[config.mk]
export PLATFORM = sky130hd
export DESIGN_NAME = ext_irq_edge_ctrl
export DESIGN_NICKNAME = d
export VERILOG_FILES = /design/src/hw/ext_irq_pkg.sv /design/src/hw/ext_irq_edge_ctrl.sv /design/src/hw/edge_channel.sv /design/src/hw/irq_status.sv
export VERILOG_INCLUDE_DIRS = /design/src /design/src/hw
export SDC_FILE = /design/constraint.sdc
export NUM_CORES = 1
export LEC_CHECK = 0
export BUFFER_PORTS_ARGS = -buffer_cell sky130_fd_sc_hd__buf_2
export CAP_MARGIN = 20
export CELL_PAD_IN_SITES_DETAIL_PLACEMENT = 1
export CELL_PAD_IN_SITES_GLOBAL_PLACEMENT = 2
export CORE_ASPECT_RATIO = 0.75
export CORE_MARGIN = 2
export CORE_UTILIZATION = 39
export CTS_BUF_LIST = sky130_fd_sc_hd__clkbuf_4 sky130_fd_sc_hd__clkbuf_8
export DETAILED_ROUTE_END_ITERATION = 7
export GPL_ROUTABILITY_DRIVEN = 0
export PLACE_DENSITY_LB_ADDON = 0.1
export SLEW_MARGIN = 20
export SYNTH_ARGS = -nofsm -noshare
export SYNTH_HDL_FRONTEND = slang
export SYNTH_HIERARCHICAL = 1
export SYNTH_SLANG_ARGS = --single-unit
export TNS_END_PERCENT = 30
[constraint.sdc]
create_clock -name i_ref_clk -period 2.7 [get_ports i_ref_clk]
set_clock_uncertainty 0.05 [all_clocks]
set_input_delay 0.54 -clock i_ref_clk [delete_from_list [all_inputs] [get_ports i_ref_clk]]
set_output_delay 0.54 -clock i_ref_clk [all_outputs]
set_load 0.1 [all_outputs]
[src/hw/ext_irq_consts.svh]
// register indices, field positions and reset values of the
// external interrupt edge controller; assumes 32-bit Avalon words
`ifndef EXT_IRQ_CONSTS_SVH
`define EXT_IRQ_CONSTS_SVH

// register indices; byte address is four times the index
`define EXT_CTRL_FIRST_IDX 16'h7070
`define NMI_CTRL_IDX 16'h7077
`define EXT_CNT_FIRST_IDX 16'h7078
`define NMI_CNT_IDX 16'h707F
`define IRQ_STATUS_IDX 16'h7080
`define IRQ_MASK_IDX 16'h7081

// field positions of the control registers
`define CTRL_ENABLE_BIT 0
`define CTRL_SELECT_BIT 1
`define CTRL_POL_LO 2
`define CTRL_POL_HI 3

// polarity codes
`define POL_FALL 2'h0
`define POL_RISE 2'h1
`define POL_FALL_ALT 2'h2
`define POL_BOTH 2'h3

// counts and reset values
`define EXT_CHANNELS 7
`define ALL_CHANNELS 8
`define NMI_CHANNEL 7
`define CNT_WIDTH 16
`define CNT_RESET 16'h0000
`define STATUS_RESET 8'h00
`define MASK_RESET 8'h00

`endif

[src/hw/ext_irq_pkg.sv]
// types shared by the external interrupt edge controller files
package ext_irq_pkg;

   // one control register, unpacked into its live fields
   typedef struct packed {
      logic [1:0] polarity;
      logic select;
      logic enable;
   } ctrl_type;

   // one channel's observation
   typedef struct packed {
      logic edge_seen;
      logic [15:0] count;
   } chan_obs_type;

endpackage

[src/hw/ext_irq_edge_ctrl.sv]
// external pin interrupt controller: seven maskable inputs and one
// pin shared between the non-maskable interrupt and cpu level 13.
// assumes an Avalon-MM master on i_ref_clk and asynchronous pins;
// the timer 1 request comes from logic on the same clock.
`timescale 1ns/10ps
`include "ext_irq_consts.svh"

// What this block does
// - seven maskable pin interrupts, each with an identically laid out control.
// - one shared pin feeds either the non-maskable interrupt or level 13.
// - every input has software edge choice and enable, which gates all but the shared pin's level 13 route.
// - each maskable input has a 16-bit counter cleared by a valid edge.
// - polarity bits 3-2: 00 falling edge, 01 rising edge.
// - polarity 10 acts as falling; 11 fires on both edges.
// - bit 0 is the read/write enable; 1 enables, 0 disables.
// - bits 15-4, and bit 1 of maskable controls, read zero, ignore writes.
// - non-maskable control bit 1 picks level 13 source: 0 timer, 1 pin.
// - non-maskable control shares polarity bits 3-2 and enable bit 0.
// - counters tick each clock, wrap at maximum, stop while disabled.
// - counters are read-only; only a valid edge or reset clears them.
// - pin drives non-maskable only with enable 1, select 0.
// - non-maskable counter runs while enabled, whatever select says.
module ext_irq_edge_ctrl (
   // clock and reset
   input wire logic i_ref_clk,
   input wire logic i_rst,
   // avalon-mm register slave, byte addressed
   input wire logic [17:0] i_avs_address,
   input wire logic i_avs_read,
   input wire logic i_avs_write,
   input wire logic [31:0] i_avs_writedata,
   input wire logic [3:0] i_avs_byteenable,
   output logic [31:0] o_avs_readdata,
   output logic o_avs_waitrequest,
   // external pins and timer request
   input wire logic [6:0] i_ext_irq_pin,
   input wire logic i_shared_nmi_level13_pin,
   input wire logic i_timer1_irq,
   // cpu interrupt requests
   output logic [6:0] o_ext_irq,
   output logic o_ext_nonmaskable_irq,
   output logic o_cpu_level_13,
   // summary interrupt
   output logic o_irq
);

   function automatic logic addr_hit(input logic [17:0] addr,
                                     input logic [15:0] idx);
      addr_hit = (addr[17:2] == idx);
   endfunction

   function automatic logic [31:0] ctrl_word(
      input ext_irq_pkg::ctrl_type c);
      ctrl_word = {28'h000_0000, c.polarity, c.select, c.enable};
   endfunction

   // control registers; entry 7 belongs to the shared pin
   ext_irq_pkg::ctrl_type ctrl_r [0:7];
   ext_irq_pkg::chan_obs_type obs [0:7];
   logic [7:0] pins;
   logic [7:0] count_run;

   // bus handshake state
   logic ack_r;
   logic req;
   logic taken;
   logic wr_taken;
   logic rd_taken;
   logic [31:0] readdata_r;
   logic [31:0] read_value;

   // event and status plumbing
   logic [7:0] events;
   logic [7:0] status;
   logic [7:0] mask;
   logic status_clear;
   logic mask_write;

   // registered cpu requests
   logic [6:0] ext_irq_r;
   logic nmi_r;
   logic level13_r;

   assign pins = {i_shared_nmi_level13_pin, i_ext_irq_pin};

   // ------------------------------------------------------------
   // avalon slave: one wait cycle, then answer; write lands then
   // ------------------------------------------------------------
   assign req = i_avs_read | i_avs_write;
   assign taken = req & ack_r;
   assign wr_taken = i_avs_write & ack_r;
   assign rd_taken = i_avs_read & ack_r;
   assign o_avs_waitrequest = req & ~ack_r;

   always_ff @(posedge i_ref_clk)
   begin
      if (i_rst)
         ack_r <= 1'b0;
      else if (taken)
         ack_r <= 1'b0;
      else
         ack_r <= req;
   end

   // data is captured in the wait cycle so it is a flop output
   always_ff @(posedge i_ref_clk)
   begin
      if (i_rst)
         readdata_r <= 32'h0000_0000;
      else if (i_avs_read & ~ack_r)
         readdata_r <= read_value;
   end

   assign o_avs_readdata = readdata_r;

   // read decode; unmapped and reserved bits read zero
   always_comb
   begin
      read_value = 32'h0000_0000;
      for (int i = 0; i < `EXT_CHANNELS; i++)
      begin
         if (addr_hit(i_avs_address, `EXT_CTRL_FIRST_IDX + 16'(i)))
            read_value = ctrl_word(ctrl_r[i]);
         if (addr_hit(i_avs_address, `EXT_CNT_FIRST_IDX + 16'(i)))
            read_value = {16'h0000, obs[i].count};
      end
      if (addr_hit(i_avs_address, `NMI_CTRL_IDX))
         read_value = ctrl_word(ctrl_r[`NMI_CHANNEL]);
      if (addr_hit(i_avs_address, `NMI_CNT_IDX))
         read_value = {16'h0000, obs[`NMI_CHANNEL].count};
      if (addr_hit(i_avs_address, `IRQ_STATUS_IDX))
         read_value = {24'h00_0000, status};
      if (addr_hit(i_avs_address, `IRQ_MASK_IDX))
         read_value = {24'h00_0000, mask};
   end

   // ------------------------------------------------------------
   // control registers; only the low byte holds live bits
   // ------------------------------------------------------------
   always_ff @(posedge i_ref_clk)
   begin
      if (i_rst)
      begin
         for (int i = 0; i < `ALL_CHANNELS; i++)
            ctrl_r[i] <= '0;
      end
      else if (wr_taken & i_avs_byteenable[0])
      begin
         for (int i = 0; i < `EXT_CHANNELS; i++)
         begin
            if (addr_hit(i_avs_address, `EXT_CTRL_FIRST_IDX + 16'(i)))
            begin
               ctrl_r[i].polarity <=
                  i_avs_writedata[`CTRL_POL_HI:`CTRL_POL_LO];
               ctrl_r[i].enable <=
                  i_avs_writedata[`CTRL_ENABLE_BIT];
               ctrl_r[i].select <= 1'b0;
            end
         end
         if (addr_hit(i_avs_address, `NMI_CTRL_IDX))
         begin
            ctrl_r[`NMI_CHANNEL].polarity <=
               i_avs_writedata[`CTRL_POL_HI:`CTRL_POL_LO];
            ctrl_r[`NMI_CHANNEL].enable <=
               i_avs_writedata[`CTRL_ENABLE_BIT];
            ctrl_r[`NMI_CHANNEL].select <=
               i_avs_writedata[`CTRL_SELECT_BIT];
         end
      end
   end

   // ------------------------------------------------------------
   // pin channels; counters never take bus writes
   // ------------------------------------------------------------
   genvar g;
   generate
      for (g = 0; g < `ALL_CHANNELS; g++)
      begin : gen_chan
         // enable alone gates each counter, select plays no part
         assign count_run[g] = ctrl_r[g].enable;

         edge_channel u_chan (
            .i_ref_clk(i_ref_clk),
            .i_rst(i_rst),
            .i_pin(pins[g]),
            .i_count_run(count_run[g]),
            .i_ctrl(ctrl_r[g]),
            .o_obs(obs[g])
         );
      end
   endgenerate

   // ------------------------------------------------------------
   // routing to the cpu, registered one-cycle pulses
   // ------------------------------------------------------------
   always_ff @(posedge i_ref_clk)
   begin
      if (i_rst)
         ext_irq_r <= 7'h00;
      else
      begin
         for (int i = 0; i < `EXT_CHANNELS; i++)
            ext_irq_r[i] <= obs[i].edge_seen & ctrl_r[i].enable;
      end
   end

   always_ff @(posedge i_ref_clk)
   begin
      if (i_rst)
         nmi_r <= 1'b0;
      else
         nmi_r <= obs[`NMI_CHANNEL].edge_seen
            & ctrl_r[`NMI_CHANNEL].enable
            & ~ctrl_r[`NMI_CHANNEL].select;
   end

   // pin reaches level 13 on select alone, enable does not gate it
   always_ff @(posedge i_ref_clk)
   begin
      if (i_rst)
         level13_r <= 1'b0;
      else if (ctrl_r[`NMI_CHANNEL].select)
         level13_r <= obs[`NMI_CHANNEL].edge_seen;
      else
         level13_r <= i_timer1_irq;
   end

   assign o_ext_irq = ext_irq_r;
   assign o_ext_nonmaskable_irq = nmi_r;
   assign o_cpu_level_13 = level13_r;

   // ------------------------------------------------------------
   // sticky status: bits 6..0 maskable edges, bit 7 shared pin
   // ------------------------------------------------------------
   always_comb
   begin
      for (int i = 0; i < `ALL_CHANNELS; i++)
         events[i] = obs[i].edge_seen & ctrl_r[i].enable;
   end

   // clear at the capture edge, so only the bits reported are dropped
   assign status_clear = i_avs_read & ~ack_r
      & addr_hit(i_avs_address, `IRQ_STATUS_IDX);
   assign mask_write = wr_taken & i_avs_byteenable[0]
      & addr_hit(i_avs_address, `IRQ_MASK_IDX);

   irq_status u_status (
      .i_ref_clk(i_ref_clk),
      .i_rst(i_rst),
      .i_event(events),
      .i_read_clear(status_clear),
      .i_mask_write(mask_write),
      .i_mask_data(i_avs_writedata[7:0]),
      .o_status(status),
      .o_mask(mask),
      .o_irq(o_irq)
   );

endmodule // ext_irq_edge_ctrl

[src/hw/edge_channel.sv]
// one pin channel: synchroniser, edge detector, timestamp counter
// assumes the pin is asynchronous to i_ref_clk
`timescale 1ns/10ps
`include "ext_irq_consts.svh"

module edge_channel (
   // clock and reset
   input wire logic i_ref_clk,
   input wire logic i_rst,
   // pin and control
   input wire logic i_pin,
   input wire logic i_count_run,
   input wire ext_irq_pkg::ctrl_type i_ctrl,
   // observation
   output ext_irq_pkg::chan_obs_type o_obs
);

   logic sync1_r;
   logic sync2_r;
   logic prev_r;
   logic rise;
   logic fall;
   logic hit;
   logic [15:0] count_r;

   always_ff @(posedge i_ref_clk)
   begin
      if (i_rst)
      begin
         sync1_r <= 1'b0;
         sync2_r <= 1'b0;
         prev_r <= 1'b0;
      end
      else
      begin
         sync1_r <= i_pin;
         sync2_r <= sync1_r;
         prev_r <= sync2_r;
      end
   end

   assign rise = sync2_r & ~prev_r;
   assign fall = ~sync2_r & prev_r;

   always_comb
   begin
      case (i_ctrl.polarity)
         `POL_RISE: hit = rise;
         `POL_BOTH: hit = rise | fall;
         default: hit = fall; // codes 00 and 10
      endcase
   end

   // counter frozen while disabled; edge clears it
   always_ff @(posedge i_ref_clk)
   begin
      if (i_rst)
         count_r <= `CNT_RESET;
      else if (i_count_run)
      begin
         if (hit)
            count_r <= `CNT_RESET;
         else
            count_r <= count_r + 16'h0001; // wraps
      end
   end

   assign o_obs.edge_seen = hit;
   assign o_obs.count = count_r;

endmodule // edge_channel

[src/hw/irq_status.sv]
// sticky event status, mask and level interrupt output
// assumes events are one-cycle pulses on i_ref_clk
`timescale 1ns/10ps
`include "ext_irq_consts.svh"

module irq_status (
   // clock and reset
   input wire logic i_ref_clk,
   input wire logic i_rst,
   // events and software access
   input wire logic [7:0] i_event,
   input wire logic i_read_clear,
   input wire logic i_mask_write,
   input wire logic [7:0] i_mask_data,
   // state
   output logic [7:0] o_status,
   output logic [7:0] o_mask,
   output logic o_irq
);

   logic [7:0] status_r;
   logic [7:0] mask_r;
   logic irq_r;

   // a new event in the clearing cycle survives the clear
   always_ff @(posedge i_ref_clk)
   begin
      if (i_rst)
         status_r <= `STATUS_RESET;
      else if (i_read_clear)
         status_r <= i_event;
      else
         status_r <= status_r | i_event;
   end

   always_ff @(posedge i_ref_clk)
   begin
      if (i_rst)
         mask_r <= `MASK_RESET;
      else if (i_mask_write)
         mask_r <= i_mask_data;
   end

   always_ff @(posedge i_ref_clk)
   begin
      if (i_rst)
         irq_r <= 1'b0;
      else
         irq_r <= |((i_read_clear ? i_event : (status_r | i_event))
            & (i_mask_write ? i_mask_data : mask_r));
   end

   assign o_status = status_r;
   assign o_mask = mask_r;
   assign o_irq = irq_r;

endmodule // irq_status

Yosys cells after proc, flatten, opt, wreduce, memory -nomap -nowiden
Memory sizes are Yosys's and may differ from the RTL's. Index checks and enable logic that the tools add are counted.

Register bits after elaboration: 211. RAM bits: 32. Bits of input ports: 67. Output and inout port bits: 43. Word-level logic and storage cells: 265. Memories: 1.

Add/sub/neg operators: 8. Eq/ne operators: 34. Multiplexer cells: 95. Bitwise logic cells: 85. Reduce and logical (&&, ||, !) cells: 2.

Memory list: ctrl_r (depth 8, bits a word 4, read ports 8, clocked after Yosys merged registers in 0, wr ports 8, line ext_irq_edge_ctrl.sv:58) `ext_irq_pkg::ctrl_type ctrl_r [0:7];`.

Operators by type and width (number): two-way mux 32 bit (17); == test 16 x 15 -> 1 bit, second input constant (18); adder 16 x 1 -> 16 bit, second input constant (8); two-way mux 16 bit (8); two-way mux 1 bit (51); OR 1 bit (33); bitwise AND 1 bit (32); NOT 1 bit (18); == test 2 x 1 -> 1 bit, second input constant (8); == test 2 bit, second input constant (8); two-way mux 2 bit (8); two-way mux 8 bit (2); case mux 1 bit (2 select lines) (8); bitwise AND 8 bit (1); OR 8 bit (1); OR reduction 8 bit (1); two-way mux 4 bit (1); OR reduction 2 bit (1).

Longest topological paths before layout
Gate-level depths: netlist of the first run.

Depth after elaboration: 19. Gate-level depth with buffers: 10. Mapped depth without buffers: 9.

Hierarchy
Netlist of the first run, hierarchy kept.

By module, submodules not included: edge_channel at gen_chan[0].u_chan ... (times used 7, cells each 92, area an instance 872.1 µm², seq. area each 380.4 µm²); ext_irq_edge_ctrl (times used 1, cells each 423, area an instance 3699.8 µm², seq. area each 1271.2 µm²); edge_channel at gen_chan[4].u_chan (times used 1, cells each 97, area an instance 888.4 µm², seq. area each 380.4 µm²); irq_status (times used 1, cells each 59, area an instance 586.8 µm², seq. area each 340.3 µm²).

Least setup slack after synthesis of the first run
Ideal clock, no wire load.

Path kind: in2reg. Start: in i_avs_address[9]. End: reg readdata_r[2] (netlist: o_avs_readdata[2]). Arrival time: 2311 ps. Data required time: 2520 ps. Path slack: 208 ps. Cell stages on the path: 7. Path buffers: 1. Cell sequence: nand4b_2 -> or4_1 -> buf_4 -> nor3_2 -> nor4_1 -> a2111oi_2 -> o22ai_1.

Longest elaborated chain between the ends: 19.

RTL lines: start: declaration (line ext_irq_edge_ctrl.sv:28) `input wire logic [17:0] i_avs_address,`; == test 16 x 15 -> 1 bit (line ext_irq_edge_ctrl.sv:49) `addr_hit = (addr[17:2] == idx);`; two-way mux 4 bit (line ext_irq_edge_ctrl.sv:122) `` if (addr_hit(i_avs_address, `EXT_CTRL_FIRST_IDX + 16'(i))) ``; two-way mux 32 bit (line ext_irq_edge_ctrl.sv:124) `` if (addr_hit(i_avs_address, `EXT_CNT_FIRST_IDX + 16'(i))) ``; two-way mux 32 bit (line ext_irq_edge_ctrl.sv:122); two-way mux 32 bit (line ext_irq_edge_ctrl.sv:124); two-way mux 32 bit (line ext_irq_edge_ctrl.sv:122); two-way mux 32 bit (line ext_irq_edge_ctrl.sv:124); two-way mux 32 bit (line ext_irq_edge_ctrl.sv:122); (+3 left out); two-way mux 32 bit (line ext_irq_edge_ctrl.sv:122); two-way mux 32 bit (line ext_irq_edge_ctrl.sv:124); two-way mux 32 bit (line ext_irq_edge_ctrl.sv:122); two-way mux 32 bit (line ext_irq_edge_ctrl.sv:124); two-way mux 32 bit (line ext_irq_edge_ctrl.sv:127) `` if (addr_hit(i_avs_address, `NMI_CTRL_IDX)) ``; two-way mux 32 bit (line ext_irq_edge_ctrl.sv:129) `` if (addr_hit(i_avs_address, `NMI_CNT_IDX)) ``; two-way mux 32 bit (line ext_irq_edge_ctrl.sv:131) `` if (addr_hit(i_avs_address, `IRQ_STATUS_IDX)) ``; two-way mux 32 bit * (line ext_irq_edge_ctrl.sv:133) `` if (addr_hit(i_avs_address, `IRQ_MASK_IDX)) ``; end signal: assignment (line ext_irq_edge_ctrl.sv:111) `readdata_r <= read_value;`; end: declaration (line ext_irq_edge_ctrl.sv:69) `logic [31:0] readdata_r;`.

Mark *: on every way between the ends. The rest lies on a longest branch, timed or not. A chain may end at the register's enable or synchronous reset.

Final worst setup path of the first run
Start: in i_avs_address[17]. End: reg readdata_r[2] (netlist: o_avs_readdata[2]).

The elaborated chain is that of the path after synthesis.

==> results of run 1 <==
==> power by group through the flow <==
stage / clock (mW) / combinational, mW / sequential [mW]
6_report: 3.41 / 0.600 / 3.44
5_1_grt: 3.68 / 0.644 / 3.45
4_1_cts: 3.53 / 0.599 / 3.44
3_5_place_dp: 0 / 0.597 / 3.51
3_3_place_gp: 0 / 0.589 / 3.51
2_1_floorplan: 0 / 0.385 / 3.54
==> flip-flops by register name, indices dropped and copies added, names as in the netlist <==
register and count:
ack_r 1, ctrl_r 25, gen_chan.u_chan/count_r 128, gen_chan.u_chan/prev_r 8, gen_chan.u_chan/sync1_r 8, gen_chan.u_chan/sync2_r 8, o_avs_readdata 16, o_cpu_level_13 1
o_ext_irq 7, o_ext_nonmaskable_irq 1, u_status/o_irq 1, u_status/o_mask 8, u_status/o_status 8
==> synthesized netlist by cell type (6+ instances only) <==
cell and instances:
nand2b_1 31, a31oi_1 13, a21o_1 6, buf_4 27, buf_6 16, o31ai_1 7, nand3_1 33, o22ai_1 13
inv_1 38, and3_2 7, clkbuf_1 22, and3_1 18, nor2_1 192, xor2_1 81, nor4_1 9, or4_1 8
edfxtp_1 25, buf_8 7, buf_2 6, and2_1 23, xnor2_1 24, a22oi_1 18, a21oi_1 39, nand4_1 51
a222oi_1 7, mux2i_1 27, nand2_1 51, nor3_1 16, o21ai_0 24, nand3_4 7, nor2b_1 28, a21o_2 7
a22o_1 6, dfxtp_1 195, and4_1 26, ha_1 24, or3_1 10
==> stage by stage <==
step           hold WS (ns)   util  area (sq um)  instances
2_1_floorplan         0.364      -         11300       1238
3_3_place_gp          0.369  0.432         12200       1686
3_5_place_dp          0.380  0.432         12200       1686
4_1_cts               0.118  0.462         13000       1752
5_1_grt               0.140  0.462         13000       1752
6_report              0.153  0.462         13000       1753
==> placed cells by master, fill, tap and decap left out, drive strengths merged, types with 8 or more instances in the layout <==
| cell type | synthesis | layout |
|---|---|---|
| nand3 | 40 | 40 |
| or3 | 10 | 10 |
| a21o | 14 | 14 |
| a31oi | 14 | 14 |
| a21oi | 40 | 40 |
| and4 | 26 | 26 |
| nor4 | 15 | 15 |
| nand2 | 51 | 51 |
| xnor2 | 24 | 24 |
| o22ai | 13 | 13 |
| and2 | 23 | 23 |
| clkbuf | 22 | 59 |
| and3 | 25 | 25 |
| o21ai | 28 | 28 |
| xor2 | 81 | 81 |
| mux2i | 27 | 27 |
| nor2 | 194 | 194 |
| nand4 | 53 | 53 |
| nand2b | 31 | 31 |
| buf | 59 | 144 |
| dfxtp | 195 | 195 |
| nor2b | 28 | 28 |
| ha | 24 | 24 |
| nor3 | 17 | 17 |
| conb | 1 | 16 |
| a22oi | 18 | 18 |
| or4 | 8 | 8 |
| edfxtp | 25 | 25 |
| inv | 40 | 40 |
==> cell families (layout without fill, tap and decap cells) <==
kind of cell | Yosys count | after routing
adder cells (fa/ha/maj) | 24 | 24
buffers and inverters | 121 | 250
other | 1 | 17
AND/OR/NAND/NOR | 539 | 539
AO/OA/AOI/OAI | 182 | 182
multiplexers | 31 | 31
flip-flops | 220 | 220
XOR/XNOR | 105 | 105
==> metal layers <==
metal | GRT usage | up-vias | wire [microns]
met4 | 0.0593 | 0 | 514
met2 | 0.341 | 178 | 14300
li1 | - | 4553 | -
met3 | 0.0387 | 39 | 1720
met1 | 0.351 | 4611 | 18400
met5 | 0 | - | 0
==> final cells by class <==
class | instances | area (sq um)
clock inverters | 7 | 109
flip-flops and latches | 220 | 4650
fillers | 3309 | 15200
diodes | 1 | 2.50
clock buffers | 59 | 737
multi-input cells | 897 | 5920
repair buffers | 144 | 986
inverters | 40 | 150
well taps | 385 | 482
==> final timing paths <==
check                                        start                                    end  slack [ns]  cells after the start
max                              i_avs_address[17]         o_avs_readdata[2]$_SDFFE_PP0P_        0.39                      8
min                       i_shared_nmi_level13_pin  gen_chan[7].u_chan/sync1_r$_SDFF_PP0_        0.15                      2
max reg2reg  gen_chan[7].u_chan/sync2_r$_SDFF_PP0_              u_status/o_irq$_SDFF_PP0_        0.50                      8
min reg2reg  gen_chan[3].u_chan/sync1_r$_SDFF_PP0_  gen_chan[3].u_chan/sync2_r$_SDFF_PP0_        0.39                      1
==> results_dict.tcl, run 1 <==
set metrics [dict create \
    layout.nets 1433 \
    worstMarginPinSlew_ns 0.676 \
    drv_cap 0 \
    syn_inst 1223 \
    hold_viol 0 \
    power.internal_mw 5.56 \
    cts_made_buffers 39 \
    coreArea_sq_um 28200 \
    power_mw 7.45 \
    dr.pass1.iters 5 \
    cts_resized 0 \
    path_max_fanout 5 \
    seqPwrFrac 0.462 \
    hold_buffers 0 \
    syn2layout_area_growth_pct 15.6 \
    post-dp-hpwl_mm 27.1 \
    rows 53 \
    cp.required_ns 3.07 \
    yosysTopAreaCell "dfxtp_1" \
    synth_compound_area_frac 0.112 \
    yosysSeqAreaShare 0.413 \
    clk_path_buf_depth 3 \
    timing.final.ws_setup_ns 0.394 \
    postCtsSetupRepairBufs 0 \
    clock_tree.root_cell "clkbuf_8" \
    ys.flop_type "dfxtp_1" \
    cp_data_arrival_time_ns 2.68 \
    synth_edf_count 25 \
    synth_seq_cells 220 \
    grt-ovfl-total 0 \
    die_area_sq_um 30300 \
    yosys.area_share.simple 0.270 \
    outcome "complete, no violations" \
    post_route_cells_drive_above_1_share 0.189 \
    cp_num_buf_inv 2 \
    clkLatencyLatePin_ns 0.56 \
    ys_warn_count 6 \
    total_leakage_power_nw 5.01 \
    die_x_microns 200 \
    netlist_area_sq_um 11300 \
    h-tree-depth 2 \
    synthXorXnorAreaFrac 0.0815 \
    cp-end-kind "flop" \
    post-place-ws_ns -0.114 \
    rsz0062_at_grt "false" \
    clock.fmax_ghz 0.434 \
    route.final.wire_length_mm 35.0 \
    cts_num_sinks 220 \
    crit_family "compound AO/OA/AOI/OAI gates" \
    slowest_stage "a2111oi_0" \
    grt_pass1_wl_mm 54.3 \
    grt_pass1_vias 9250 \
    grt.total_usage 0.233 \
    synth_top_family_by_area "simple AND/OR/NAND/NOR gates" \
    grt_max_degree 32 \
    drt_iter0_markers 623 \
    vdd_drop_max_v 0.000438 \
    clkPwrFrac 0.458 \
    routedWlPerCell_microns 19.9 \
    async_reset_ff_frac 0 \
    synth_top_area_share 0.346 \
    initial_core_util 0.399 \
    synthMuxAreaShare 0.0290 \
    setup_tns_ns 0 \
    antenna_found_initial 0 \
    path_cells "buf_2, nor4b_2, buf_4, nand3_1, a2111oi_0, o21ai_1, a2111oi_2, o22ai_1" \
    syn_avg_cell_area_sq_um 9.22 \
    clk_pin_slew_ns 0.06 \
    finalCritPeriodShare 0.854 \
    power_switching_mw 1.89 \
    yosys.cell_types.count 88 \
    relSlewSlack 0.547 \
    vias 9381 \
    critical-path-max-stage-delay_ns 0.62 \
    cp-start-kind "primary input" \
    synth_fa_ha_area_frac 0.0266 \
    ioPinCount 110 \
    synth_area_leaders "dfxtp_1 35%, edfxtp_1 6.7%, nor2_1 6.4%" \
    final.min_clock_period_ns 2.31 \
    combPwrFrac 0.080 \
    ant_nets 0 \
    power_density_nw_per_um2 571 \
    cts_tree "built" \
    setup_violations 0 \
    post_drt_via_cell_ratio 5.35 \
    crit_type "in2reg" \
    post-route-drc-count 0 \
    maxSlewViolCount 0 \
    swShare 0.253 \
    worstHoldPathType "in2reg" \
    die-height_microns 151 \
    port_buffers 64 \
]
No activity file was read; power rests on OpenSTA's default activity.
==> run 2: changes to the inputs <==
Settings changed: ABC_AREA from default to 1, CORE_UTILIZATION 39 to 35, PLACE_DENSITY from default to 0.8, PLACE_DENSITY_LB_ADDON 0.1 to default.
==> run 2 against run 1 <==
  * Global-route usage down 1.1 points
  * Synthesized area up 8.6%
  * Wire length up 13%
  * Critical path depth up 16
  * Hold slack worse by 0.028 ns
  * Sequential share of layout area down 2.7 points
  * Count of clock-buffer cells in the layout up 7
  * Via count up 25%
  * Final area up 8.2%
  * Flip-flop and latch count unchanged
  * Register-to-register slack better by 0.31 ns
  * Critical path type unchanged
  * Largest cell class unchanged
  * Largest power group is now the clock network
==> results_dict.tcl, run 2 <==
set metrics [dict create \
    grt.total_usage 0.222 \
    grt_max_degree 29 \
    post-route-drc-count 0 \
    crit_type "in2reg" \
    worstMarginPinSlew_ns 0.623 \
    final_area_sq_um 14100 \
    vias 11735 \
    largest_reg_flops 128 \
    cp-start-kind "primary input" \
    post_route_cells_drive_above_1_share 0.147 \
    reg2reg_slack_ns 0.81 \
    synth_seq_cells 220 \
    power_mw 7.41 \
    final.min_clock_period_ns 2.22 \
    clk_pin_slew_ns 0.06 \
    relSlewSlack 0.584 \
    path_max_fanout 6 \
    outcome "complete, no violations" \
    cp_data_arrival_time_ns 2.66 \
    setup_tns_ns 0 \
    cts_resized 0 \
    yosysTopAreaCell "dfxtp_1" \
    rsz0062_at_grt "false" \
    cts_num_sinks 220 \
    layout_commonest_cell "nand2_1" \
    post-dp-hpwl_mm 31.1 \
    clock.fmax_ghz 0.451 \
    yosys-top-cells-count "443 x nand2_1, 288 x nor2_1, 244 x inv_1" \
    timing.final.ws_setup_ns 0.483 \
    min_to "gen_chan[5].u_chan/sync1_r$_SDFF_PP0_" \
    post-place-ws_ns -0.0689 \
    r2r-end "o_avs_readdata[0]$_SDFFE_PP0P_" \
    cp-end-kind "flop" \
    clk_path_buf_depth 3 \
    cts_tree "built" \
    setup_violations 0 \
    maxSlewViolCount 0 \
    yosys.cell_types.count 39 \
    hold_viol 0 \
    async_reset_ff_frac 0 \
    drt_iter0_markers 679 \
    synth_top_area_share 0.319 \
    die_area_sq_um 36500 \
    h-tree-depth 2 \
    drv_cap 0 \
    layout.nets 1990 \
    grt_pass1_wl_mm 64.1 \
    ys.flop_type "dfxtp_1" \
    synth_edf_count 25 \
    syn_inst 1789 \
    largest-register "gen_chan.u_chan/count_r" \
    vdd_drop_max_v 0.000358 \
    cts_made_buffers 40 \
    hold_buffers 0 \
    yosysSeqAreaShare 0.380 \
    dp_cells 2314 \
    synth.most_common_cell "nand2_1" \
    ioPinCount 110 \
    clkLatencyLatePin_ns 0.57 \
    route.final.wire_length_mm 39.5 \
    worstHoldStart "i_ext_irq_pin[5]" \
    coreArea_sq_um 34600 \
    whs_path_depth 3 \
    mostFrequentLayoutCells "443 x nand2_1, 288 x nor2_1, 244 x inv_1" \
    worstHoldPathType "in2reg" \
    synth_area_leaders "dfxtp_1 32%, nand2_1 14%, nor2_1 8.8%" \
    antenna_found_initial 1 \
    die-height_microns 166 \
    port_buffers 64 \
    clock_tree.root_cell "clkbuf_8" \
    power_density_nw_per_um2 525 \
    initial_core_util 0.354 \
    cp.required_ns 3.14 \
    ant_nets 0 \
    rows 59 \
    ys_warn_count 6 \
    netlist_area_sq_um 12300 \
    grt-ovfl-total 0 \
    r2r-start "ctrl_r[0][0]$_SDFFCE_PN0P_" \
    postCtsSetupRepairBufs 0 \
    layout.cells.non_filler 2385 \
    total_leakage_power_nw 6.23 \
    post_drt_via_cell_ratio 4.92 \
    dr.pass1.iters 5 \
    fin_hold_ws_ns 0.125 \
    placement.cell_area_sq_um 13200 \
    routedWlPerCell_microns 16.6 \
    die_x_microns 220 \
    syn2layout_area_growth_pct 15.1 \
    fillers 4429 \
    grt_pass1_vias 11744 \
    syn_avg_cell_area_sq_um 6.85 \
    r2r_cells 13 \
    finalCritPeriodShare 0.821 \
    fin_util 0.407 \
]
## run 2: layout make-up
| cell class | instances | area (sq um) | area share |
|---|---|---|---|
| multi-input combinational | 1268 | 6260 | 0.444 |
| sequential | 220 | 4650 | 0.330 |
| inverter | 253 | 960 | 0.0680 |
| clock buffer | 66 | 821 | 0.0582 |
| timing repair buffer | 116 | 786 | 0.0557 |
| tap | 457 | 572 | 0.0405 |
| clock inverter | 4 | 50.0 | 0.00355 |
| antenna | 1 | 2.50 | 0.000177 |
## run 2: how the worst max path moves through the flow
stage	slack, ns	startpoint	endpoint
floorplan	0.27	i_avs_write	o_avs_waitrequest
global placement	-0.12	i_avs_address[16]	o_avs_readdata[4]$_SDFFE_PP0P_
detailed placement	-0.07	i_avs_address[17]	o_avs_readdata[2]$_SDFFE_PP0P_
CTS	0.51	i_avs_address[17]	o_avs_readdata[2]$_SDFFE_PP0P_
global route	0.21	i_avs_address[17]	o_avs_readdata[2]$_SDFFE_PP0P_
finish	0.48	i_avs_address[17]	o_avs_readdata[2]$_SDFFE_PP0P_
## run 2: power breakdown
part	leakage (nW)	internal [mW]	total [mW]	switching, mW
registers	1.83	3.37	3.44	0.0735
logic	3.94	0.111	0.487	0.376
clock network	0.457	2.01	3.48	1.48
total	6.23	5.48	7.41	1.93
## run 2: layer usage
metal  wire length (microns)  up-vias  track usage  share of wire
met3                    1620       50       0.0311          0.041
met4                     797        0       0.0578          0.020
met5                       0        -            0              0
met2                   16000      195        0.320           0.40
met1                   21200     5626        0.343           0.53
li1                        -     5864            -              -
## run 2: worst max-delay path: stages
cell	delay, ns
buf_2	0.10
nor2_2	0.27
nand2_1	0.15
nor2_4	0.17
buf_4	0.16
buf_4	0.11
nand2_4	0.06
inv_2	0.07
nand2_1	0.06
nor2_1	0.15
a21oi_1	0.06
nand2_1	0.08
nand2_1	0.05
nand2_1	0.05
nand2_1	0.05
nand2_1	0.05
nand2_1	0.04
nand2_1	0.05
nand2_1	0.05
nand2_1	0.05
nand2_1	0.05
nand3_1	0.07
nand2_1	0.06
a21oi_2	0.10
## run 2: logic make-up after synthesis
logic type,synth area share
AND/OR/NAND/NOR,0.400
buffers and inverters,0.114
flip-flops,0.380
AO/OA/AOI/OAI,0.0529
XOR/XNOR,0.0286
adder cells (fa/ha/maj),0.0245
other,0.000306
